`src/ckrat_pkg.sv`:
```
package ckrat_pkg;
   // register bus geometry
   localparam int ADDR_W = 8;
   localparam int DATA_W = 16;
   localparam logic [ADDR_W-1:0] OFS_FREQ = 8'h00;
   localparam logic [ADDR_W-1:0] OFS_USB = 8'h04;
   localparam logic [ADDR_W-1:0] OFS_STAT = 8'h08;

   // access size encodings on the size port
   localparam logic [1:0] SIZE_BYTE = 2'h0;
   localparam logic [1:0] SIZE_WORD = 2'h1;
   localparam logic [1:0] SIZE_LONG = 2'h2;

   // clock_frequency_control layout
   localparam int FRQ_EXT_CLOCK_OUTPUT_ENABLE_BIT = 12;
   localparam int FRQ_MULT_LSB = 8;
   localparam int FRQ_CDIV_LSB = 4;
   localparam int FRQ_PDIV_LSB = 0;
   localparam logic [DATA_W-1:0] FRQ_RESET = 16'h1003;
   localparam logic [DATA_W-1:0] FRQ_WMASK = 16'h1333;

   // usb_clock_control layout
   localparam int USB_SRC_LSB = 6;
   localparam int USB_OSC_BIT = 5;
   localparam logic [7:0] USB_RESET = 8'he0;
   localparam logic [7:0] USB_WMASK = 8'he0;
   localparam logic [7:0] USB_KEY = 8'ha5;
   localparam logic [1:0] USB_SRC_STOP = 2'h0;
   localparam logic [1:0] USB_SRC_EXT = 2'h3;

   // status register layout
   localparam int STAT_MODE_LSB = 0;
   localparam int STAT_PIN_BIT = 3;
   localparam int STAT_HOLD_BIT = 4;
   localparam int STAT_INPUT_BIT = 5;

   // clock operating mode in which the external pin is an input
   localparam logic [2:0] MODE_PIN_INPUT = 3'h7;

   // ratio codes are the divide or multiply factor minus one
   localparam int RATIO_W = 2;

   typedef enum logic [1:0] {
      CKRAT_PIN_DRIVE,
      CKRAT_PIN_HOLD,
      CKRAT_PIN_INPUT
   } ckrat_pin_e;
endpackage

```
`src/ckrat_ctrl.sv`:
```
`timescale 1ns/100ps
module ckrat_ctrl
   import ckrat_pkg::*;
#(
   parameter int MODE_W = 3
) (
   input wire logic clk,
   input wire logic arst_n,
   input wire logic manual_rst,
   input wire logic [ADDR_W-1:0] addr,
   input wire logic [DATA_W-1:0] wdata,
   input wire logic [1:0] size,
   input wire logic wr,
   input wire logic rd,
   output logic [DATA_W-1:0] rdata,
   input wire logic [MODE_W-1:0] clock_mode,
   input wire logic state_out_hi,
   input wire logic state_out_lo,
   input wire logic ext_clock_pin_i,
   output logic ext_clock_pin_o,
   output logic ext_clock_pin_oe_n,
   output logic [RATIO_W-1:0] pll_mult,
   output logic [RATIO_W-1:0] core_div,
   output logic [RATIO_W-1:0] periph_div,
   output logic settle_req,
   output logic core_tick,
   output logic periph_tick,
   output logic [1:0] usb_src_sel,
   output logic usb_clk_run,
   output logic usb_osc_enable
);

   logic [DATA_W-1:0] frq_q;
   logic [7:0] usb_q;
   logic [DATA_W-1:0] rdata_q;
   logic [DATA_W-1:0] rdata_d;
   logic word_acc;
   logic wr_frq;
   logic wr_usb;
   logic [DATA_W-1:0] frq_new;
   logic pin_q;
   logic pin_oe_n_q;
   logic tgl_q;
   logic settle_q;
   logic usb_run_q;
   ckrat_pin_e pin_mode;
   logic [RATIO_W-1:0] mult_f;
   logic [RATIO_W-1:0] cdiv_f;
   logic [RATIO_W-1:0] pdiv_f;
   logic [1:0] tick_q;

   assign word_acc = (size == SIZE_WORD);
   assign wr_frq = wr && word_acc && (addr == OFS_FREQ);
   assign wr_usb = wr && word_acc && (addr == OFS_USB) && (wdata[DATA_W-1:8] == USB_KEY);

   assign frq_new = wdata & FRQ_WMASK;

   assign mult_f = frq_q[FRQ_MULT_LSB +: RATIO_W];
   assign cdiv_f = frq_q[FRQ_CDIV_LSB +: RATIO_W];
   assign pdiv_f = frq_q[FRQ_PDIV_LSB +: RATIO_W];

   // frequency register; a manual reset restores it like power-on does
   // enable resets to one
   always_ff @(posedge clk or negedge arst_n) begin
      if (!arst_n) begin
         frq_q <= FRQ_RESET;
      end else if (manual_rst) begin
         frq_q <= FRQ_RESET;
      end else if (wr_frq) begin
         frq_q <= frq_new;
      end
   end

   // source and oscillator bits reset to ones
   always_ff @(posedge clk or negedge arst_n) begin
      if (!arst_n) begin
         usb_q <= USB_RESET;
      end else if (wr_usb) begin
         usb_q <= wdata[7:0] & USB_WMASK;
      end
   end

   // read mux; a non-word or unmapped read answers zero
   always_comb begin
      rdata_d = '0;
      if (rd && word_acc) begin
         unique case (addr)
            OFS_FREQ: rdata_d = frq_q;
            OFS_USB: rdata_d = {8'h00, usb_q};
            OFS_STAT: begin
               rdata_d[STAT_MODE_LSB +: MODE_W] = clock_mode;
               rdata_d[STAT_PIN_BIT] = ext_clock_pin_i;
               rdata_d[STAT_HOLD_BIT] = (pin_mode == CKRAT_PIN_HOLD);
               rdata_d[STAT_INPUT_BIT] = (pin_mode == CKRAT_PIN_INPUT);
            end
            default: rdata_d = '0;
         endcase
      end
   end

   // read data stands only in the cycle after the strobe
   always_ff @(posedge clk or negedge arst_n) begin
      if (!arst_n) begin
         rdata_q <= '0;
      end else begin
         rdata_q <= rdata_d;
      end
   end

   // pin mode; mode 7 overrides everything
   always_comb begin
      // mode 7 makes the pin an input
      if (clock_mode == MODE_PIN_INPUT) begin
         pin_mode = CKRAT_PIN_INPUT;
      end else if (!frq_q[FRQ_EXT_CLOCK_OUTPUT_ENABLE_BIT] && !state_out_hi && state_out_lo) begin
         pin_mode = CKRAT_PIN_HOLD;
      end else begin
         pin_mode = CKRAT_PIN_DRIVE;
      end
   end

   // free-running half-rate toggle as the pin clock source
   always_ff @(posedge clk or negedge arst_n) begin
      if (!arst_n) begin
         tgl_q <= 1'b0;
      end else begin
         tgl_q <= ~tgl_q;
      end
   end

   // pin drive registered so the output has no glitches from the mode decode
   always_ff @(posedge clk or negedge arst_n) begin
      if (!arst_n) begin
         pin_q <= 1'b0;
         pin_oe_n_q <= 1'b1;
      end else begin
         unique case (pin_mode)
            CKRAT_PIN_DRIVE: begin
               pin_q <= ~tgl_q;
               pin_oe_n_q <= 1'b0;
            end
            CKRAT_PIN_HOLD: begin
               pin_q <= 1'b0;
               pin_oe_n_q <= 1'b0;
            end
            CKRAT_PIN_INPUT: begin
               pin_q <= 1'b0;
               pin_oe_n_q <= 1'b1;
            end
            default: begin
               pin_q <= 1'b0;
               pin_oe_n_q <= 1'b1;
            end
         endcase
      end
   end

   // only a multiplier change asks for settling
   always_ff @(posedge clk or negedge arst_n) begin
      if (!arst_n) begin
         settle_q <= 1'b0;
      end else begin
         settle_q <= wr_frq && !manual_rst && (frq_new[FRQ_MULT_LSB +: RATIO_W] != mult_f);
      end
   end

   // ratio tick generators, one per divided clock; a new ratio restarts the count, with a tick, on the edge after it is loaded
   // so the next tick already follows the new division
   generate
      for (genvar g = 0; g < 2; g++) begin : g_div
         logic [RATIO_W-1:0] cnt_q;
         logic [RATIO_W-1:0] ratio;
         logic [RATIO_W-1:0] ratio_prev_q;
         assign ratio = (g == 0) ? cdiv_f : pdiv_f;
         always_ff @(posedge clk or negedge arst_n) begin
            if (!arst_n) begin
               ratio_prev_q <= '0;
            end else begin
               ratio_prev_q <= ratio;
            end
         end
         always_ff @(posedge clk or negedge arst_n) begin
            if (!arst_n) begin
               cnt_q <= '0;
               tick_q[g] <= 1'b0;
            end else if (ratio != ratio_prev_q || cnt_q >= ratio) begin
               cnt_q <= '0;
               tick_q[g] <= 1'b1;
            end else begin
               cnt_q <= cnt_q + 1'b1;
               tick_q[g] <= 1'b0;
            end
         end
      end
   endgenerate

   // code 00 stops the usb clock
   always_ff @(posedge clk or negedge arst_n) begin
      if (!arst_n) begin
         usb_run_q <= 1'b1;
      end else begin
         usb_run_q <= (usb_q[USB_SRC_LSB +: 2] != USB_SRC_STOP);
      end
   end

   assign rdata = rdata_q;
   assign ext_clock_pin_o = pin_q;
   assign ext_clock_pin_oe_n = pin_oe_n_q;
   // multiplier code is factor minus one
   assign pll_mult = mult_f;
   assign core_div = cdiv_f;
   assign periph_div = pdiv_f;
   assign settle_req = settle_q;
   assign core_tick = tick_q[0];
   assign periph_tick = tick_q[1];
   assign usb_src_sel = usb_q[USB_SRC_LSB +: 2];
   assign usb_clk_run = usb_run_q;
   assign usb_osc_enable = usb_q[USB_OSC_BIT];

endmodule

```
`config.mk`:
```
export PLATFORM = sky130hd
export DESIGN_NAME = ckrat_ctrl
export DESIGN_NICKNAME = d
export VERILOG_FILES = /design/src/ckrat_pkg.sv /design/src/ckrat_ctrl.sv
export SDC_FILE = /design/constraint.sdc
export NUM_CORES = 1
export LEC_CHECK = 0
export BUFFER_PORTS_ARGS = -buffer_cell sky130_fd_sc_hd__buf_2
export CAP_MARGIN = 20
export CORE_MARGIN = 2
export CORE_UTILIZATION = 50
export CTS_BUF_LIST = sky130_fd_sc_hd__clkbuf_4 sky130_fd_sc_hd__clkbuf_8 sky130_fd_sc_hd__clkbuf_16
export CTS_CLUSTER_DIAMETER = 200
export DETAILED_ROUTE_END_ITERATION = 8
export PLACE_DENSITY = 0.9
export SYNTH_ARGS = -nofsm -noshare
export SYNTH_HDL_FRONTEND = slang
export SYNTH_SLANG_ARGS = --single-unit
```
`constraint.sdc`:
```
create_clock -name clk -period 2.4 [get_ports clk]
set_input_delay 0.12 -clock clk [delete_from_list [all_inputs] [get_ports clk]]
set_output_delay 0.12 -clock clk [all_outputs]
set_load 0.02 [all_outputs]
```
# Word-level counts from Yosys, hierarchy flattened

Cells that the tools add are included.

Logic and storage cells: 61
Output and inout bits: 31
Bits of input ports: 37
Register bits after elaboration: 50

Mux-type cells: 13
Order comparisons: 2
$add $sub $neg: 2
Bitwise operators: 1
Equal/unequal tests: 10
Reductions and logical operators: 19

Operators by type and width:

| kind                | number |
|---|---|
| $mux 16             | 3 |
| $pmux 10 s2         | 1 |
| $pmux 6 s3          | 1 |
| $logic_and 1x1->1   | 9 |
| $eq 8x3->1 const B  | 1 |
| $eq 8x4->1 const B  | 1 |
| $eq 8x8->1 const B  | 1 |
| $logic_not 8->1     | 1 |
| $mux 2              | 3 |
| $ne 2x2->1          | 3 |
| $mux 1              | 5 |
| $add 2x1->2 const B | 2 |
| $eq 2x1->1 const B  | 2 |
| $ge 2x2->1          | 2 |
| $reduce_bool 2->1   | 2 |
| $eq 3x3->1 const B  | 1 |
| $logic_not 1->1     | 3 |
| $eq 2x2->1 const B  | 1 |
| $logic_not 2->1     | 1 |
| $logic_or 1x1->1    | 2 |
| $reduce_or 2->1     | 1 |
| $not 1->1           | 1 |

# Logic depth before layout (Yosys ltp)

Depth in word-level cells: 8
Gate-level depth with buffers: 6
Depth with buffers taken out: 6

# Least setup slack after synthesis

Ideal clock, no wire load.

Path type: input -> register
Start point: input addr[1]
End point: register frq_q[0]
Cell stages on the path: 4
Slack: 1106 ps
Data required time: 2320 ps
Data arrival time: 1215 ps
Library setup time: 80 ps
Path buffers: 0
Cell sequence: nor4_2 -> nand3_2 -> or4_4 -> o22a_1

Cells in the longest elaborated chain, start to end: 3

Ends and longest elaborated chain:

| element                     | RTL line         | RTL |
|---|---|---|
| start, declared             | ckrat_ctrl.sv:10 | `input wire logic [ADDR_W-1:0] addr,` |
| $logic_not 8->1             | ckrat_ctrl.sv:53 | `assign wr_frq = wr && word_acc && (addr == OFS_FREQ);` |
| $logic_and 1x1->1           | ckrat_ctrl.sv:53 |  |
| $reduce_bool 2->1 (no line) | n/a              |  |
| end signal, assigned        | ckrat_ctrl.sv:70 | `frq_q <= frq_new;` |
| end, declared               | ckrat_ctrl.sv:33 | `logic [DATA_W-1:0] frq_q;` |

No other way between the ends.
A chain may end at the register's enable or synchronous reset.

# Worst setup path in the final report

Start point: register frq_q[1]
End point: register g_div[1].cnt_q[1]

Cells in the longest elaborated chain, start to end: 3
Elaborated cells on any way between the ends: 4
Classes of those cells: 1 x order compare; 1 x eq/ne; 1 x mux; 1 x reduce/logical

Ends and longest elaborated chain:

| element                                         | RTL line          | RTL |
|---|---|---|
| $ge 2x2->1 / $ne 2x2->1 (equally long branches) | ckrat_ctrl.sv:186 | `end else if (ratio != ratio_prev_q \|\| cnt_q >= ratio) begin` |
| $logic_or 1x1->1 *                              | ckrat_ctrl.sv:186 |  |
| $mux 2 *                                        | ckrat_ctrl.sv:186 |  |
| end signal, assigned                            | ckrat_ctrl.sv:190 | `cnt_q <= cnt_q + 1'b1;` |
| end, declared                                   | ckrat_ctrl.sv:171 | `logic [RATIO_W-1:0] cnt_q;` |

Every way passes the cells marked *; elsewhere a longest branch is shown, timed or not.

==> impl_metrics.tcl <==
set metrics [dict create \
    run_status "finished clean" \
    final_min_period_over_clock_period_pct 55.1 \
    drv.max_cap_violation_count 0 \
    nets 235 \
    dieArea_sq_um 3630 \
    numCtsBuffers 5 \
    ctsRootBufferMaster "clkbuf_4" \
    route.detailed.vias_per_inst 4.75 \
    number_of_global_route_vias_before_repair 1138 \
    drtPass1Iterations 2 \
    hold_path_class "in -> reg" \
    worstReg2RegStart "frq_q[1]" \
    slew-limit-headroom_pct 50.5 \
    die_w_um 60.2 \
    post_cts_buffers 0 \
    setup_viol_count_final 0 \
    r2r_setup_slack_ns 1.08 \
    finalSetupTns_ns 0 \
    power.static_leakage_nw 1.03 \
    critPathSlowestCell "dfstp_2" \
    finalCoreUtilization_pct 65.1 \
    placement.cell_area_sq_um 1860 \
    synthesized_instance_count 131 \
    clkSlewWorstSetupHoldPaths_ns 0.10 \
    timing.critical_path.to_type "register" \
    reg2reg_depth 5 \
    critPathKind "reg -> reg" \
    dp_slack_ns 0.752 \
    max_freq_mhz 757 \
    synth_top_area_share_pct 44.3 \
    routedWlPerCell_um 12.1 \
    overflow 0 \
    hold_path_end "rdata[3]" \
    place_hpwl_um 2220 \
    cts_buffer_depth 2 \
    synthesis.yosys.warnings 0 \
    grt_setup_unrepaired "false" \
    cp_top_family "flip-flops" \
    yosys_register_bits 36 \
    routed_wl_um 2900 \
    worstPathRequired_ns 2.67 \
    post_synth_instance_area_sq_um 1580 \
    cts.sink_count 36 \
    tightestPinTransition_ns 0.742 \
    routed-via-count 1136 \
    row_count 20 \
    slew_viol_final 0 \
    fin_worst_hold_slack_ns 0.0280 \
    hold_violations 0 \
    ys_top_cells_by_area "dfrtp_1 44%, dfstp_2 13%, buf_4 5.2%" \
    worst_slack_ns 1.08 \
    power-per-cell-area_nw_per_um2 574 \
    max-vdd-ir-drop_uv 309 \
    coreArea_sq_um 3030 \
    io_buffer_count 60 \
    drive_gt1_share_pct 44.1 \
    hold-path-cell-count 2 \
    crit_fanout 5 \
    critPathLaunchType "register" \
    final_antenna_net_count 0 \
    chipHeight_um 60.2 \
    number_of_antenna_violations_at_the_first_check_in_global_routing 0 \
    syn_area_per_cell_sq_um 12.1 \
    worst_ep_arrival_time_ns 1.59 \
    ys_types 33 \
    grt_first_pass_wirelength_um 4790 \
    fin_area_sq_um 1970 \
    cp_cell_sequence "inv_1, ha_1, o21ai_0, nand3_1, nor2_1" \
    io_pins 68 \
    critical-path-max-stage-delay_ns 0.58 \
    tritoncts "yes" \
    most-common-layout-cells "60 x buf_2, 28 x dfrtp_1, 13 x nor2_1" \
    timing.critical_path.buf_inv 1 \
    syn_to_final_growth_pct 24.7 \
    place_congestion 0.761 \
    initial_core_utilization_pct 52.2 \
    drc 0 \
    worst_clock_skew_ns 0.00894 \
    drt_iter0_drc 18 \
    groute.usage.overall_pct 18.9 \
    synth-seq-area-share_pct 57.6 \
    minimum_clock_period_after_layout_ns 1.32 \
    grt_start_max_net_pins 37 \
    antenna-diode-count 0 \
    hold_path_startpoint "ext_clock_pin_i" \
    clk_latency_ns 0.33 \
    cts-htree-levels 2 \
    worst_r2r_endpoint "g_div[1].cnt_q[1]" \
    synth_area_leader_cell "dfrtp_1" \
    layout_commonest_cell "buf_2" \
]
final cells by class:
type                       count  area [sq um]
fill                         251          1060
multi-input combinational     77           561
clock buffer                   8          60.1
tap                           44          55.1
inverter                       9          33.8
sequential                    36           911
timing repair buffer          65           350
cells by family after synthesis:
kind of cell	Yosys count	synth area share, %
AOI/OAI and AO/OA	14	6.57
xor gates and xnor gates	8	4.43
adders and majority gates	4	3.17
buffers and inverters	22	7.84
DFF	36	57.6
muxes	6	4.04
other	1	0.237
and+or+nand+nor	40	16.1
worst max-delay path by stage:
| stage | from | end | depth (start not counted) |
|---|---|---|---|
| final | frq_q[1] | g_div[1].cnt_q[1] | 5 |
| after CTS | frq_q[1] | g_div[1].cnt_q[1] | 5 |
| after global placement | addr[1] | frq_q[5] | 5 |
| after floorplan | addr[1] | frq_q[0] | 4 |
| after global routing | addr[1] | frq_q[5] | 5 |
| after detailed placement | addr[1] | frq_q[5] | 5 |
power breakdown:
| part | switching [W] | internal, W |
|---|---|---|
| logic | 0.0000835 | 0.0000675 |
| registers | 0.0000170 | 0.000633 |
| clock network | 0.000179 | 0.000151 |
registers in the layout (all words and copies together), names as in the netlist, 3 cells and up:
| signal | cells |
|---|---|
| usb_q | 3 |
| frq_q | 7 |
| g_div.ratio_prev_q | 4 |
| rdata | 11 |
| g_div.cnt_q | 4 |
timing repair:
| action | CTS | global route |
|---|---|---|
| endpoints found under the hold margin | 29 | 3 |
| hold buffers | 2 | 3 |
| resized for setup | 0 | 0 |
Yosys cell counts:
cell,count
nor3b_1,2
a21oi_1,3
nor4_2,1
nand3_2,1
ha_1,4
dfrtp_1,28
dfstp_2,8
or4_4,1
a2bb2oi_1,1
nor4bb_1,2
inv_1,9
o31ai_1,1
buf_4,11
clkbuf_1,2
mux2i_1,3
and3_1,2
nor4b_4,1
a22o_1,4
nand3_1,5
mux2_2,3
conb_1,1
o31a_2,1
nor3_1,2
nand4b_1,1
or2_2,2
xnor2_1,6
nor2_1,13
and2_1,5
nor4_1,1
o21ai_0,2
o22a_1,2
xor2_1,2
nand2b_1,1
metal layers:
metal  global-route usage [%]  vias up  part of all wire, %
met5                        0        -                    0
met4                     7.62        0                  1.7
met3                     6.71        5                  7.0
met2                     33.9       46                   52
met1                     20.0      531                   39
li1                         -      554                    -
per-stage QoR:
stage	std cells	total power [W]
4_1_cts	236	0.00114
6_report	239	0.00113
3_3_place_gp	226	0.000800
5_1_grt	239	0.00120
2_1_floorplan	135	0.000746
3_5_place_dp	226	0.000808
(Power assumes the default switching activity.)
